==> src/design/genlock_regs_pkg.sv <==
// Purpose: constants and types for the genlock offset and status register slice
// Assumes: AXI4-Lite, 32-bit data, byte address = 4 * register index
// Notes: indices are word indices, not byte addresses
// Operation
// - output vertical timing delayed by 16-bit line count; resets to zero
// - vertical delay sampled once per field and forwarded at that moment
// - output clock and data phase shifted by 16-bit increment count
// - 16-bit tolerance bounds reference hsync deviation before lock loss; resets 000Bh
// - status bit 4 shows hsync polarity, zero with no reference
// - status bit 3 shows vsync polarity, zero without reference or digital blanking
// - status bit 2 shows blanking versus sync timing, zero without reference
// - status bit 1 shows audio lock; always high in variant without audio
// - status bit 0 high while video clock locked to hsync reference
// - nonzero 32-bit numerator sets video clock to reference ratio numerator
// - numerator low half at lower index, high half at next index
// - new numerator applied only on the ratio_commit_i strobe or on a standard load
// - numerator resets to the NUM_DEFAULT parameter and takes the selected standard's value on a standard load
// - horizontal delay in pixels, sampled once per field as well
// - nonzero denominator, split likewise, committed the same way as numerator
package genlock_regs_pkg;
   localparam logic [7:0] IDX_HDELAY = 8'h1B;
   localparam logic [7:0] IDX_VDELAY = 8'h1C;
   localparam logic [7:0] IDX_PHASE = 8'h1D;
   localparam logic [7:0] IDX_TOL = 8'h1E;
   localparam logic [7:0] IDX_STATUS = 8'h1F;
   localparam logic [7:0] IDX_NUM_LO = 8'h20;
   localparam logic [7:0] IDX_NUM_HI = 8'h21;
   localparam logic [7:0] IDX_DEN_LO = 8'h22;
   localparam logic [7:0] IDX_DEN_HI = 8'h23;
   localparam logic [7:0] IDX_IRQ_STAT = 8'h30;
   localparam logic [7:0] IDX_IRQ_MASK = 8'h31;
   localparam logic [15:0] TOL_RESET = 16'h000B;
   localparam logic [15:0] DELAY_RESET = 16'h0000;
   localparam int ST_HPOL = 4;
   localparam int ST_VPOL = 3;
   localparam int ST_BLANK = 2;
   localparam int ST_ALOCK = 1;
   localparam int ST_VLOCK = 0;
   localparam int IRQ_FIELD = 0;
   localparam int IRQ_VLOCK_LOST = 1;
   localparam int IRQ_COMMIT = 2;
   localparam int IRQ_W = 3;
   localparam logic [1:0] RESP_OKAY = 2'b00;
   localparam logic [1:0] RESP_SLVERR = 2'b10;

   typedef struct packed {
      logic ref_present;
      logic hsync_pos;
      logic vsync_pos;
      logic blank_timing;
      logic digital_blank;
      logic audio_lock;
      logic video_lock;
   } ref_detect_type;

   typedef struct packed {
      logic [15:0] h_delay;
      logic [15:0] v_delay;
   } offset_type;

   typedef struct packed {
      logic [31:0] num;
      logic [31:0] den;
   } ratio_type;
endpackage

==> src/design/genlock_offset_status_regs.sv <==
// Purpose: register slice holding offsets, tolerance, detect flags and clock ratio
// Assumes: single clock from the 27MHz-derived core clock; detect inputs on same clock
// Notes: unmapped addresses answer SLVERR
//
// Design decision made here: the AXI4-Lite register port.
`timescale 1ns/1ns
`default_nettype none
module genlock_offset_status_regs #(
   parameter bit HAS_AUDIO = 1'b1,
   parameter logic [31:0] NUM_DEFAULT = 32'h0000_0001,
   parameter logic [31:0] DEN_DEFAULT = 32'h0000_0001
) (
   input wire logic clk_sys_i,
   input wire logic srst_i,
   input wire logic [7:0] s_axi_awaddr_i,
   input wire logic s_axi_awvalid_i,
   output logic s_axi_awready_o,
   input wire logic [31:0] s_axi_wdata_i,
   input wire logic [3:0] s_axi_wstrb_i,
   input wire logic s_axi_wvalid_i,
   output logic s_axi_wready_o,
   output logic [1:0] s_axi_bresp_o,
   output logic s_axi_bvalid_o,
   input wire logic s_axi_bready_i,
   input wire logic [7:0] s_axi_araddr_i,
   input wire logic s_axi_arvalid_i,
   output logic s_axi_arready_o,
   output logic [31:0] s_axi_rdata_o,
   output logic [1:0] s_axi_rresp_o,
   output logic s_axi_rvalid_o,
   input wire logic s_axi_rready_i,
   input wire logic [31:0] std_num_default_i,
   input wire logic [31:0] std_den_default_i,
   input wire logic std_load_i,
   input wire logic field_start_i,
   input wire logic ratio_commit_i,
   input wire genlock_regs_pkg::ref_detect_type detect_i,
   output genlock_regs_pkg::offset_type offset_o,
   output logic [15:0] phase_shift_o,
   output logic [15:0] ref_tolerance_o,
   output genlock_regs_pkg::ratio_type ratio_o,
   output logic irq_o
);

   ////////////////////////////////////////////////////////////////////////////
   // write channel capture
   logic aw_held_r;
   logic w_held_r;
   logic [7:0] aw_addr_r;
   logic [31:0] w_data_r;
   logic [3:0] w_strb_r;
   logic bvalid_r;
   logic [1:0] bresp_r;

   assign s_axi_awready_o = !aw_held_r && !bvalid_r;
   assign s_axi_wready_o = !w_held_r && !bvalid_r;

   wire aw_take = s_axi_awvalid_i && s_axi_awready_o;
   wire w_take = s_axi_wvalid_i && s_axi_wready_o;
   wire [7:0] wr_addr = aw_held_r ? aw_addr_r : s_axi_awaddr_i;
   wire [31:0] wr_data = w_held_r ? w_data_r : s_axi_wdata_i;
   wire [3:0] wr_strb = w_held_r ? w_strb_r : s_axi_wstrb_i;
   wire wr_fire = (aw_held_r || aw_take) && (w_held_r || w_take);
   wire [5:0] wr_idx = wr_addr[7:2];

   function automatic logic [15:0] merge16(input logic [15:0] old_v,
                                          input logic [31:0] d,
                                          input logic [3:0] s);
      merge16 = {s[1] ? d[15:8] : old_v[15:8], s[0] ? d[7:0] : old_v[7:0]};
   endfunction

   function automatic logic idx_mapped(input logic [5:0] i);
      idx_mapped = (i >= genlock_regs_pkg::IDX_HDELAY[5:0] &&
                    i <= genlock_regs_pkg::IDX_DEN_HI[5:0]) ||
                   i == genlock_regs_pkg::IDX_IRQ_STAT[5:0] ||
                   i == genlock_regs_pkg::IDX_IRQ_MASK[5:0];
   endfunction

   function automatic logic hit(input logic [5:0] i, input logic [7:0] idx);
      hit = (i == idx[5:0]);
   endfunction

   wire wr_ok = wr_fire && idx_mapped(wr_idx);

   always_ff @(posedge clk_sys_i) begin
      if (srst_i) begin
         aw_held_r <= 1'b0;
         w_held_r <= 1'b0;
         aw_addr_r <= 8'h00;
         w_data_r <= 32'h0000_0000;
         w_strb_r <= 4'h0;
         bvalid_r <= 1'b0;
         bresp_r <= 2'b00;
      end else begin
         if (wr_fire) begin
            aw_held_r <= 1'b0;
            w_held_r <= 1'b0;
            bvalid_r <= 1'b1;
            bresp_r <= idx_mapped(wr_idx) ? genlock_regs_pkg::RESP_OKAY
                                          : genlock_regs_pkg::RESP_SLVERR;
         end else begin
            if (aw_take) begin
               aw_held_r <= 1'b1;
               aw_addr_r <= s_axi_awaddr_i;
            end
            if (w_take) begin
               w_held_r <= 1'b1;
               w_data_r <= s_axi_wdata_i;
               w_strb_r <= s_axi_wstrb_i;
            end
            if (bvalid_r && s_axi_bready_i) begin
               bvalid_r <= 1'b0;
            end
         end
      end
   end

   assign s_axi_bvalid_o = bvalid_r;
   assign s_axi_bresp_o = bresp_r;

   ////////////////////////////////////////////////////////////////////////////
   // software-visible registers
   logic [15:0] h_delay_r;
   logic [15:0] v_delay_r;
   logic [15:0] phase_r;
   logic [15:0] tol_r;
   logic [31:0] num_r;
   logic [31:0] den_r;

   wire we_h = wr_ok && hit(wr_idx, genlock_regs_pkg::IDX_HDELAY);
   wire we_v = wr_ok && hit(wr_idx, genlock_regs_pkg::IDX_VDELAY);
   wire we_ph = wr_ok && hit(wr_idx, genlock_regs_pkg::IDX_PHASE);
   wire we_tol = wr_ok && hit(wr_idx, genlock_regs_pkg::IDX_TOL);
   wire we_nl = wr_ok && hit(wr_idx, genlock_regs_pkg::IDX_NUM_LO);
   wire we_nh = wr_ok && hit(wr_idx, genlock_regs_pkg::IDX_NUM_HI);
   wire we_dl = wr_ok && hit(wr_idx, genlock_regs_pkg::IDX_DEN_LO);
   wire we_dh = wr_ok && hit(wr_idx, genlock_regs_pkg::IDX_DEN_HI);
   wire we_ist = wr_ok && hit(wr_idx, genlock_regs_pkg::IDX_IRQ_STAT);
   wire we_imk = wr_ok && hit(wr_idx, genlock_regs_pkg::IDX_IRQ_MASK);

   // numerator and denominator reset to NUM_DEFAULT and DEN_DEFAULT; a standard load sets them from the standard
   always_ff @(posedge clk_sys_i) begin
      if (srst_i) begin
         h_delay_r <= genlock_regs_pkg::DELAY_RESET;
         v_delay_r <= genlock_regs_pkg::DELAY_RESET;
         phase_r <= 16'h0000;
         tol_r <= genlock_regs_pkg::TOL_RESET;
         num_r <= NUM_DEFAULT;
         den_r <= DEN_DEFAULT;
      end else begin
         if (we_h) h_delay_r <= merge16(h_delay_r, wr_data, wr_strb);
         if (we_v) v_delay_r <= merge16(v_delay_r, wr_data, wr_strb);
         if (we_ph) phase_r <= merge16(phase_r, wr_data, wr_strb);
         if (we_tol) tol_r <= merge16(tol_r, wr_data, wr_strb);
         if (std_load_i) begin
            num_r <= std_num_default_i;
            den_r <= std_den_default_i;
         end else begin
            if (we_nl) num_r[15:0] <= merge16(num_r[15:0], wr_data, wr_strb);
            if (we_nh) num_r[31:16] <= merge16(num_r[31:16], wr_data, wr_strb);
            if (we_dl) den_r[15:0] <= merge16(den_r[15:0], wr_data, wr_strb);
            if (we_dh) den_r[31:16] <= merge16(den_r[31:16], wr_data, wr_strb);
         end
      end
   end

   ////////////////////////////////////////////////////////////////////////////
   // values forwarded to the timing and clock logic
   logic [15:0] h_live_r;
   logic [15:0] v_live_r;
   logic [31:0] num_live_r;
   logic [31:0] den_live_r;
   // zero would stall the synthesiser, so only nonzero values are committed
   // a standard load commits the incoming defaults, not the registers it overwrites
   wire [31:0] num_src = std_load_i ? std_num_default_i : num_r;
   wire [31:0] den_src = std_load_i ? std_den_default_i : den_r;
   wire num_ok = (num_src != 32'h0000_0000);
   wire den_ok = (den_src != 32'h0000_0000);
   wire commit_go = ratio_commit_i || std_load_i;

   always_ff @(posedge clk_sys_i) begin
      if (srst_i) begin
         h_live_r <= genlock_regs_pkg::DELAY_RESET;
         v_live_r <= genlock_regs_pkg::DELAY_RESET;
         num_live_r <= NUM_DEFAULT;
         den_live_r <= DEN_DEFAULT;
      end else begin
         if (field_start_i) begin
            h_live_r <= h_delay_r;
            v_live_r <= v_delay_r;
         end
         if (commit_go && num_ok) num_live_r <= num_src;
         if (commit_go && den_ok) den_live_r <= den_src;
      end
   end

   assign offset_o = '{h_delay: h_live_r, v_delay: v_live_r};
   assign phase_shift_o = phase_r;
   assign ref_tolerance_o = tol_r;
   assign ratio_o = '{num: num_live_r, den: den_live_r};

   ////////////////////////////////////////////////////////////////////////////
   // status bits
   wire pres = detect_i.ref_present;
   wire [15:0] status_w = {11'h000,
                           pres && detect_i.hsync_pos,
                           pres && !detect_i.digital_blank && detect_i.vsync_pos,
                           pres && detect_i.blank_timing,
                           HAS_AUDIO ? detect_i.audio_lock : 1'b1,
                           detect_i.video_lock};

   ////////////////////////////////////////////////////////////////////////////
   // interrupts: field start, video lock lost, ratio committed
   logic [genlock_regs_pkg::IRQ_W-1:0] irq_stat_r;
   logic [genlock_regs_pkg::IRQ_W-1:0] irq_mask_r;
   logic vlock_d_r;
   wire [genlock_regs_pkg::IRQ_W-1:0] irq_ev = {commit_go,
                                                vlock_d_r && !detect_i.video_lock,
                                                field_start_i};
   wire [genlock_regs_pkg::IRQ_W-1:0] irq_clr = we_ist ?
      wr_data[genlock_regs_pkg::IRQ_W-1:0] : {genlock_regs_pkg::IRQ_W{1'b0}};

   always_ff @(posedge clk_sys_i) begin
      if (srst_i) begin
         irq_stat_r <= '0;
         irq_mask_r <= '0;
         vlock_d_r <= 1'b0;
      end else begin
         vlock_d_r <= detect_i.video_lock;
         irq_stat_r <= (irq_stat_r & ~irq_clr) | irq_ev; // set wins over clear
         if (we_imk && wr_strb[0]) irq_mask_r <= wr_data[genlock_regs_pkg::IRQ_W-1:0];
      end
   end

   assign irq_o = |(irq_stat_r & irq_mask_r);

   ////////////////////////////////////////////////////////////////////////////
   // read channel
   logic rvalid_r;
   logic [31:0] rdata_r;
   logic [1:0] rresp_r;
   assign s_axi_arready_o = !rvalid_r;
   wire ar_take = s_axi_arvalid_i && s_axi_arready_o;
   wire [5:0] rd_idx = s_axi_araddr_i[7:2];

   logic [31:0] rd_mux;
   always_comb begin
      rd_mux = 32'h0000_0000;
      if (hit(rd_idx, genlock_regs_pkg::IDX_HDELAY)) rd_mux = {16'h0000, h_delay_r};
      if (hit(rd_idx, genlock_regs_pkg::IDX_VDELAY)) rd_mux = {16'h0000, v_delay_r};
      if (hit(rd_idx, genlock_regs_pkg::IDX_PHASE)) rd_mux = {16'h0000, phase_r};
      if (hit(rd_idx, genlock_regs_pkg::IDX_TOL)) rd_mux = {16'h0000, tol_r};
      if (hit(rd_idx, genlock_regs_pkg::IDX_STATUS)) rd_mux = {16'h0000, status_w};
      if (hit(rd_idx, genlock_regs_pkg::IDX_NUM_LO)) rd_mux = {16'h0000, num_r[15:0]};
      if (hit(rd_idx, genlock_regs_pkg::IDX_NUM_HI)) rd_mux = {16'h0000, num_r[31:16]};
      if (hit(rd_idx, genlock_regs_pkg::IDX_DEN_LO)) rd_mux = {16'h0000, den_r[15:0]};
      if (hit(rd_idx, genlock_regs_pkg::IDX_DEN_HI)) rd_mux = {16'h0000, den_r[31:16]};
      if (hit(rd_idx, genlock_regs_pkg::IDX_IRQ_STAT)) rd_mux = {29'h0, irq_stat_r};
      if (hit(rd_idx, genlock_regs_pkg::IDX_IRQ_MASK)) rd_mux = {29'h0, irq_mask_r};
   end

   always_ff @(posedge clk_sys_i) begin
      if (srst_i) begin
         rvalid_r <= 1'b0;
         rdata_r <= 32'h0000_0000;
         rresp_r <= 2'b00;
      end else if (ar_take) begin
         rvalid_r <= 1'b1;
         rdata_r <= rd_mux;
         rresp_r <= idx_mapped(rd_idx) ? genlock_regs_pkg::RESP_OKAY
                                       : genlock_regs_pkg::RESP_SLVERR;
      end else if (rvalid_r && s_axi_rready_i) begin
         rvalid_r <= 1'b0;
      end
   end

   assign s_axi_rvalid_o = rvalid_r;
   assign s_axi_rdata_o = rdata_r;
   assign s_axi_rresp_o = rresp_r;

endmodule
`default_nettype wire

==> config.mk <==
export PLATFORM = sky130hd
export DESIGN_NAME = genlock_offset_status_regs
export DESIGN_NICKNAME = d
export VERILOG_FILES = /design/src/design/genlock_regs_pkg.sv /design/src/design/genlock_offset_status_regs.sv
export SDC_FILE = /design/constraint.sdc
export NUM_CORES = 1
export LEC_CHECK = 0
export BUFFER_PORTS_ARGS = -buffer_cell sky130_fd_sc_hd__buf_2
export CORE_MARGIN = 3
export CORE_UTILIZATION = 54
export DETAILED_ROUTE_END_ITERATION = 8
export PLACE_DENSITY = 0.88
export SETUP_SLACK_MARGIN = 0.15
export SYNTH_ARGS = -nofsm -noshare
export SYNTH_HDL_FRONTEND = slang
export SYNTH_SLANG_ARGS = --single-unit
==> constraint.sdc <==
create_clock -name clk_sys_i -period 2.3 [get_ports clk_sys_i]
set_input_delay 0.46 -clock clk_sys_i [delete_from_list [all_inputs] [get_ports clk_sys_i]]
set_output_delay 0.46 -clock clk_sys_i [all_outputs]
set_load 0.02 [all_outputs]
# Word-level counts from Yosys, hierarchy flattened
# Cells that the tools add are included.
# totals
reg_bits	297
out_inout_bits	170
inputBits	133
word_cells	166
# classes
order_cmp	4
bitwise_logic	5
n_mux	31
reduce_logical	72
eq_ne	21
# ops
operator	n
2-to-1 mux 32 bit	14
2-to-1 mux 16 bit	6
== test 6 bit, second input constant	12
nonzero test 32 bit	2
== test 6 x 5 -> 1 bit, second input constant	9
AND reduction 2 bit	18
logical AND 1 bit	29
2-to-1 mux 8 bit	3
nonzero test 2 bit	8
>= comparator 6 x 5 -> 1 bit, second input constant	2
less-or-equal comparator 6 bit, second input constant	2
logical OR 1 bit	7
AND 3 bit	2
zero test 1 bit	6
2-to-1 mux 2 bit	3
2-to-1 mux 1 bit	4
2-to-1 mux 3 bit	1
NOT 3 bit	1
OR 3 bit	1
OR reduction 3 bit	1
OR reduction 2 bit	1
NOT 1 bit	1

# Logic depth before layout (Yosys ltp)
# Gate-level depths: netlist of run 1.
# logic_depth
ltp_word	12
mapped_depth	9
mapped_depth_nobuf	6

# Least setup slack after synthesis of run 1
# OpenSTA, ideal clock, no wires.
# synth_path
path_kind	input to register
start	in std_num_default_i[29]
end	reg num_live_r[11]
arrival_time_ns	1.948
n_path_buf	1
required_time_ns	2.158
setup_slack_ns	0.210
path_stages	7
setup_ns	0.142
cell_sequence	or4b_2 -> o22ai_1 -> and4_1 -> o21ai_2 -> clkbuf_1 -> a21oi_1 -> a311oi_1
# synth_via
elab_chain_cells	3
# synth_lines
item	line_no	source
from (decl)	genlock_offset_status_regs.sv:32	input wire logic [31:0] std_num_default_i,
2-to-1 mux 32 bit	genlock_offset_status_regs.sv:175	wire [31:0] num_src = std_load_i ? std_num_default_i : num_r;
nonzero test 32 bit	genlock_offset_status_regs.sv:177	wire num_ok = (num_src != 32'h0000_0000);
logical AND 1 bit	genlock_offset_status_regs.sv:192	if (commit_go && num_ok) num_live_r <= num_src;
to (signal assigned)	genlock_offset_status_regs.sv:192	
to (decl)	genlock_offset_status_regs.sv:171	logic [31:0] num_live_r;
# No other way between the ends.
# A chain may end at the register's enable or synchronous reset.

# Final worst setup path of run 1
# layout_path
start	reg num_r[8]
end	reg num_live_r[25]
# layout_via
elab_chain_cells	3
# layout_lines
item	line_no	source
from (decl)	genlock_offset_status_regs.sv:127	logic [31:0] num_r;
from (signal assigned)	genlock_offset_status_regs.sv:156	num_r <= std_num_default_i;
from (signal assigned)	genlock_offset_status_regs.sv:159	if (we_nl) num_r[15:0] <= merge16(num_r[15:0], wr_data, wr_strb);
2-to-1 mux 32 bit	genlock_offset_status_regs.sv:175	
nonzero test 32 bit	genlock_offset_status_regs.sv:177	
logical AND 1 bit	genlock_offset_status_regs.sv:192	
# No other way between the ends.

==> results of run 1 <==
## cells in the mapped netlist (all sizes together) (2+ instances only)
| master | number |
|---|---|
| nand4b | 2 |
| mux4 | 2 |
| a21oi | 158 |
| nand3 | 8 |
| a311oi | 62 |
| buf | 45 |
| or4 | 8 |
| nand4 | 5 |
| nor3b | 4 |
| nand2 | 46 |
| or4b | 8 |
| o22ai | 12 |
| a222oi | 2 |
| nor4 | 18 |
| clkbuf | 87 |
| mux2i | 186 |
| a31oi | 2 |
| nor2b | 8 |
| and3 | 2 |
| a211oi | 7 |
| a221oi | 13 |
| nor4b | 3 |
| o21ai | 77 |
| or2 | 2 |
| nor3 | 44 |
| dfxtp | 277 |
| nand3b | 4 |
| a22oi | 13 |
| and4 | 2 |
| inv | 9 |
| a32o | 2 |
| a211o | 5 |
| nor2 | 275 |
| o221ai | 11 |
| and2 | 4 |
| mux2 | 33 |
| nand2b | 19 |
| a2111oi | 3 |
## state kept, by name, summed over array words and instances, names as in the netlist, 32 cells and up
signal      count
num_r          32
num_live_r     32
den_r          32
den_live_r     32
## worst max-delay path: cells and delay by family (launching register included)
family	cells	cell delay [ns]
simple gates	2	0.81
compound gates	4	0.58
flops	1	0.36
buf+inv	1	0.18
## final cells by class
| type | instances | share of cell area, % |
|---|---|---|
| Multi-Input combinational cell | 1080 | 43.5 |
| Antenna cell | 4 | 0.0610 |
| Tap cell | 319 | 2.43 |
| Clock buffer | 35 | 4.68 |
| Inverter | 9 | 0.206 |
| Sequential cell | 277 | 33.8 |
| Timing Repair Buffer | 368 | 13.9 |
| Clock inverter | 18 | 1.42 |
## power groups by stage
stage	Sequential [mW]	Combinational (mW)	Clock, mW
floorplan	5.34	0.999	0
global placement	5.28	1.71	0
detailed placement	5.29	1.75	0
CTS	5.19	1.78	4.96
global route	5.21	1.95	5.18
finish	5.20	1.85	4.95
## how the worst min path moves through the flow
stage | end | slack [ns]
after floorplan | irq_stat_r[1] | 0.43
after global placement | s_axi_rdata_o[13] | 0.44
after detailed placement | s_axi_rdata_o[9] | 0.44
after CTS | w_strb_r[1] | 0.16
after global routing | vlock_d_r | 0.17
final | w_data_r[0] | 0.17
## kinds of logic (layout without fill, tap and decap cells)
family / Yosys count / after routing / share of synthesized area (%)
compound gates: 376 / 377 / 18.7
buf+inv: 141 / 430 / 5.15
flops: 277 / 277 / 42.1
mux: 221 / 221 / 17.4
other cells: 1 / 22 / 0.0285
simple gates: 464 / 464 / 16.7
## what timing repair did
item | in CTS | in global routing
setup endpoints to repair | 106 | 109
pin swaps | 2 | 4
resized for setup | 8 | 16
gates cloned | 0 | 1
setup buffers | 1 | 4
## per-layer routing
layer | part of all wire (%) | routed length (um) | track usage, %
met1 | 38 | 17900 | 44.5
met5 | 0.045 | 21 | 0
met3 | 12 | 5840 | 7.45
met2 | 45 | 21100 | 53.7
met4 | 4.6 | 2190 | 14.4
==> results.yml, run 1 <==
run_status:
  status: "finished clean"
place:
  post-place-ws_ns: -0.142
  hpwlAfterDp_um: 34100
  dp_cells: 2047
  place.gp.congestion: 0.972
  io_buffer_count: 262
  dpl_cell_area_um2: 15200
critical_path:
  worst_path_max_delay_cell: "or4_1"
  r2r.worst_path.cells: 7
  endpoint: "num_live_r[25]"
  critPathLaunchType: "register"
  r2r_start: "num_r[8]"
  r2r-end: "num_live_r[25]"
  worst-path-max-fanout: 49
  crit_path_end_kind: "register"
  r2r_slack_ns: 0.20
  cp-startpoint: "num_r[8]"
  required_ns: 2.70
  path_class: "reg -> reg"
  crit_path_max_incr_delay_ns: 0.55
  crit_chain: "or4_1 -> o22ai_2 -> and4_4 -> o21ai_4 -> buf_12 -> a21oi_1 -> a311oi_1"
  cp.arrival_ns: 2.50
routing:
  num_vias: 13100
  dr.first_iter.drc_count: 2062
  routed_via_density: 6.23
  drtPass1Iterations: 8
  wire_per_inst_um: 22.3
  route.detailed.drc: 0
  ant_nets: 0
  drt-total-wl_um: 47100
synth:
  synth_area_leaders: "dfxtp_1 42%, mux2i_1 14%, nor2_1 7.8%, a21oi_1 5.8%, a311oi_1 4.1%"
  synth_top_cell_by_area: "dfxtp_1"
  yosysWarnings: 0
  synth-seq-area-share_pct: 42.1
  synthCells: 1480
  synth.top_cell.area_share_pct: 42.1
  ys_seq_elements: 277
  ys_dominant_reg_cell: "dfxtp_1"
  ys_async_sr_fraction_pct: 0
  syn-cell-area_um2: 13200
  ys_types: 69
  postSynthAreaPerCell_um2: 8.90
  synth_edf_count: 0
global_route:
  grt-ovfl-total: 0
  grt_pass1_wl_um: 69900
  grtUsageTotal_pct: 33.8
  grt_pass1_vias: 12200
  grt_max_degree: 73
  antenna_found_initial: 6
die:
  die_h_um: 162
  die_w_um: 162
  dieArea_um2: 26300
  coreArea_um2: 23800
  fp-row-count: 56
  io_pins: 303
  initial_utilization_pct: 55.4
cts:
  clk_pin_slew_worst_paths_ns: 0.06
  numCtsBuffers: 29
  cts_tree: "yes"
  cts_hold_buf: 0
  cts-root-buf: "clkbuf_16"
  cts.sinks: 277
  insertion_delay_ns: 0.56
  clockBufferDepth: 3
  h-tree-depth: 1
final_layout:
  drive_above_1_share_pct: 27.9
  layout_common_cells: "275 x nor2_1, 275 x dfxtp_1, 260 x buf_2"
  multi_input_area_um2: 7130
  area_growth_pct: 24.6
  final_nets: 1898
  fin_util_pct: 69.1
  final_area_um2: 16400
  seqCellArea_um2: 5550
  n_fill_cell: 1790
  stdcell_count: 2110
timing:
  hold_viol: 0
  setup_tns_ns: 0
  tightest_slew_ns: 0.933
  fmax_mhz: 476
  skew_ns: 0.0176
  slew_headroom_pct: 37.4
  fin_ws_ns: 0.197
  setup_viol_count_final: 0
  timing.hold.ws_ns: 0.165
  rsz0062_at_grt: "true"
  period_share_pct: 91.4
  finalMaxSlewViolations: 0
  fin_crit_ns: 2.10
pwr:
  powerDensity_nw_per_um2: 731
  p_total_mw: 12.0
  ir_drop_mv: 0.612
  clkPwrFrac_pct: 41.3
  comb_power_share_pct: 15.4
  p_int_mw: 8.65
  p_sw_share_pct: 27.9
  p_switching_mw: 3.35
  seqPwrFrac_pct: 43.3
  p_leak_nw: 7.56
job:
  cap_violations: 0
min_path:
  hold_class: "in -> reg"
  hp-start: "s_axi_wdata_i[0]"
  hold_depth: 3
Note: power is estimated with default switching activity, not from simulation.
==> inputs of run 2 (changes only) <==
SETUP_SLACK_MARGIN = 0.5   (was 0.15)
==> results.yml, run 2 (same netlist as run 1, synthesis figures left out) <==
final_layout:
  drive_above_1_share_pct: 43.5
  final_area_um2: 18900
  final_common_cell: "dfxtp_1"
  seqCellArea_um2: 5590
  layout_common_cells: "259 x dfxtp_1, 258 x buf_2, 240 x nor2_1"
  final_nets: 1967
  area_growth_pct: 43.7
  multi_input_area_um2: 8750
  n_fill_cell: 1374
global_route:
  grt_pass1_wl_um: 76000
  grt_pass1_vias: 13100
  grt_max_degree: 101
  grt-ovfl-total: 0
  grtUsageTotal_pct: 36.7
  antenna_found_initial: 3
place:
  dpl_cell_area_um2: 15300
  hpwlAfterDp_um: 34000
  post-place-ws_ns: -0.160
  place.gp.congestion: 1.03
  io_buffer_count: 262
critical_path:
  required_ns: 2.76
  critPathLaunchType: "register"
  crit_path_end_kind: "register"
  r2r-end: "den_live_r[18]"
  cpLargestDelayFamily: "compound AO/OA/AOI/OAI gates"
  r2r.worst_path.cells: 9
  cp-startpoint: "den_r[7]"
  path_class: "reg -> reg"
  crit_path_max_incr_delay_ns: 0.51
  worst-path-max-fanout: 7
  r2r_slack_ns: 0.07
  r2r_start: "den_r[7]"
  cp.buffers_inverters: 3
  worst_path_max_delay_cell: "dfxtp_1"
  cp.arrival_ns: 2.69
  crit_chain: "nor4_2 -> nand4_1 -> nor4_1 -> buf_4 -> o21ai_4 -> buf_6 -> clkbuf_16 -> a21oi_4 -> a311oi_2"
routing:
  routed_via_density: 6.67
  num_vias: 14500
  wire_per_inst_um: 25.8
  drtPass1Iterations: 7
  dr.first_iter.drc_count: 2346
  route.detailed.drc: 0
  ant_nets: 0
  drt-total-wl_um: 55900
die:
  dieArea_um2: 26300
  fp-row-count: 56
  initial_utilization_pct: 55.4
  coreArea_um2: 23800
  io_pins: 303
  die_h_um: 162
  die_w_um: 162
min_path:
  hold_depth: 2
  hp-start: "s_axi_rready_i"
  min_to: "s_axi_rvalid_o"
  hold_class: "in -> reg"
cts:
  insertion_delay_ns: 0.56
  clockBufferDepth: 3
  cts_tree: "yes"
  cts-root-buf: "clkbuf_16"
  cts.sinks: 277
  cts_hold_buf: 0
  clk_pin_slew_worst_paths_ns: 0.07
  h-tree-depth: 1
  numCtsBuffers: 28
timing:
  fin_crit_ns: 2.23
  rsz0062_at_grt: "true"
  tightest_slew_ns: 0.770
  skew_ns: 0.0134
  hold_viol: 0
  fmax_mhz: 448
  fin_ws_ns: 0.0666
  period_share_pct: 97.1
  finalMaxSlewViolations: 0
  setup_viol_count_final: 0
  slew_headroom_pct: 48.7
pwr:
  ir_drop_mv: 0.603
  comb_power_share_pct: 19.0
  p_switching_mw: 3.63
  p_leak_nw: 8.29
  clkPwrFrac_pct: 38.8
  p_total_mw: 12.4
  p_int_mw: 8.79
  seqPwrFrac_pct: 42.3
  p_sw_share_pct: 29.2
  powerDensity_nw_per_um2: 657
job:
  cap_violations: 0
run_status:
  status: "finished clean"
[run 2: changes by cell type in the layout (fill, tap and decap cells not counted), sizes merged]
cell	delta
clkinv	-4
diode	-3
clkbuf	+5
a31oi	+1
nand2	+1
a21oi	+2
inv	-1
clkinvlp	-3
buf	+62
[run 2: area by class of cell]
cell class                      count  area share, %
Antenna cell                        1         0.0132
Clock inverter                     10          0.959
Tap cell                          319           2.11
Multi-Input combinational cell   1084           46.3
Inverter                            9          0.179
Timing Repair Buffer              434           16.9
Sequential cell                   277           29.5
Clock buffer                       36           4.03
[run 2: how the worst max path moves through the flow]
stage,depth (start not counted),to
finish,9,den_live_r[18]
global route,9,den_r[22]
floorplan,6,num_r[16]
global placement,7,s_axi_rdata_o[7]
CTS,9,num_r[13]
detailed placement,9,den_live_r[5]
[run 2: metrics by stage]
step / std cells / TNS, ns / utilization (%) / hold slack, ns
after floorplan: 1497 / 0 / - / 0.431
after global routing: 2170 / 0 / 79.7 / 0.0883
after CTS: 2143 / 0 / 74.5 / 0.0875
after global placement: 2048 / -2.51 / 64.5 / 0.434
after detailed placement: 2048 / -6.17 / 64.5 / 0.441
final: 2170 / 0 / 79.7 / 0.0850
[run 2: what timing repair did]
item | in CTS | in global routing
cloned | 17 | 6
setup buffers | 32 | 20
endpoints found under the setup margin | 204 | 217
gates resized for setup | 192 | 204
pin swaps | 74 | 89
[run 2: routing by layer]
metal / GRT usage, % / vias up / wire length, um
li1: - / 6099 / -
met5: 0 / - / 13
met3: 7.78 / 307 / 6780
met4: 15.9 / 2 / 3740
met1: 47.4 / 6859 / 19800
met2: 59.5 / 1199 / 25500
[run 2: power by group through the flow]
stage	clock network (mW)	registers, mW	logic (mW)
finish	4.81	5.25	2.36
detailed placement	0	5.29	1.76
floorplan	0	5.35	1.04
global route	4.98	5.26	2.44
CTS	4.78	5.19	2.00
global placement	0	5.28	1.72
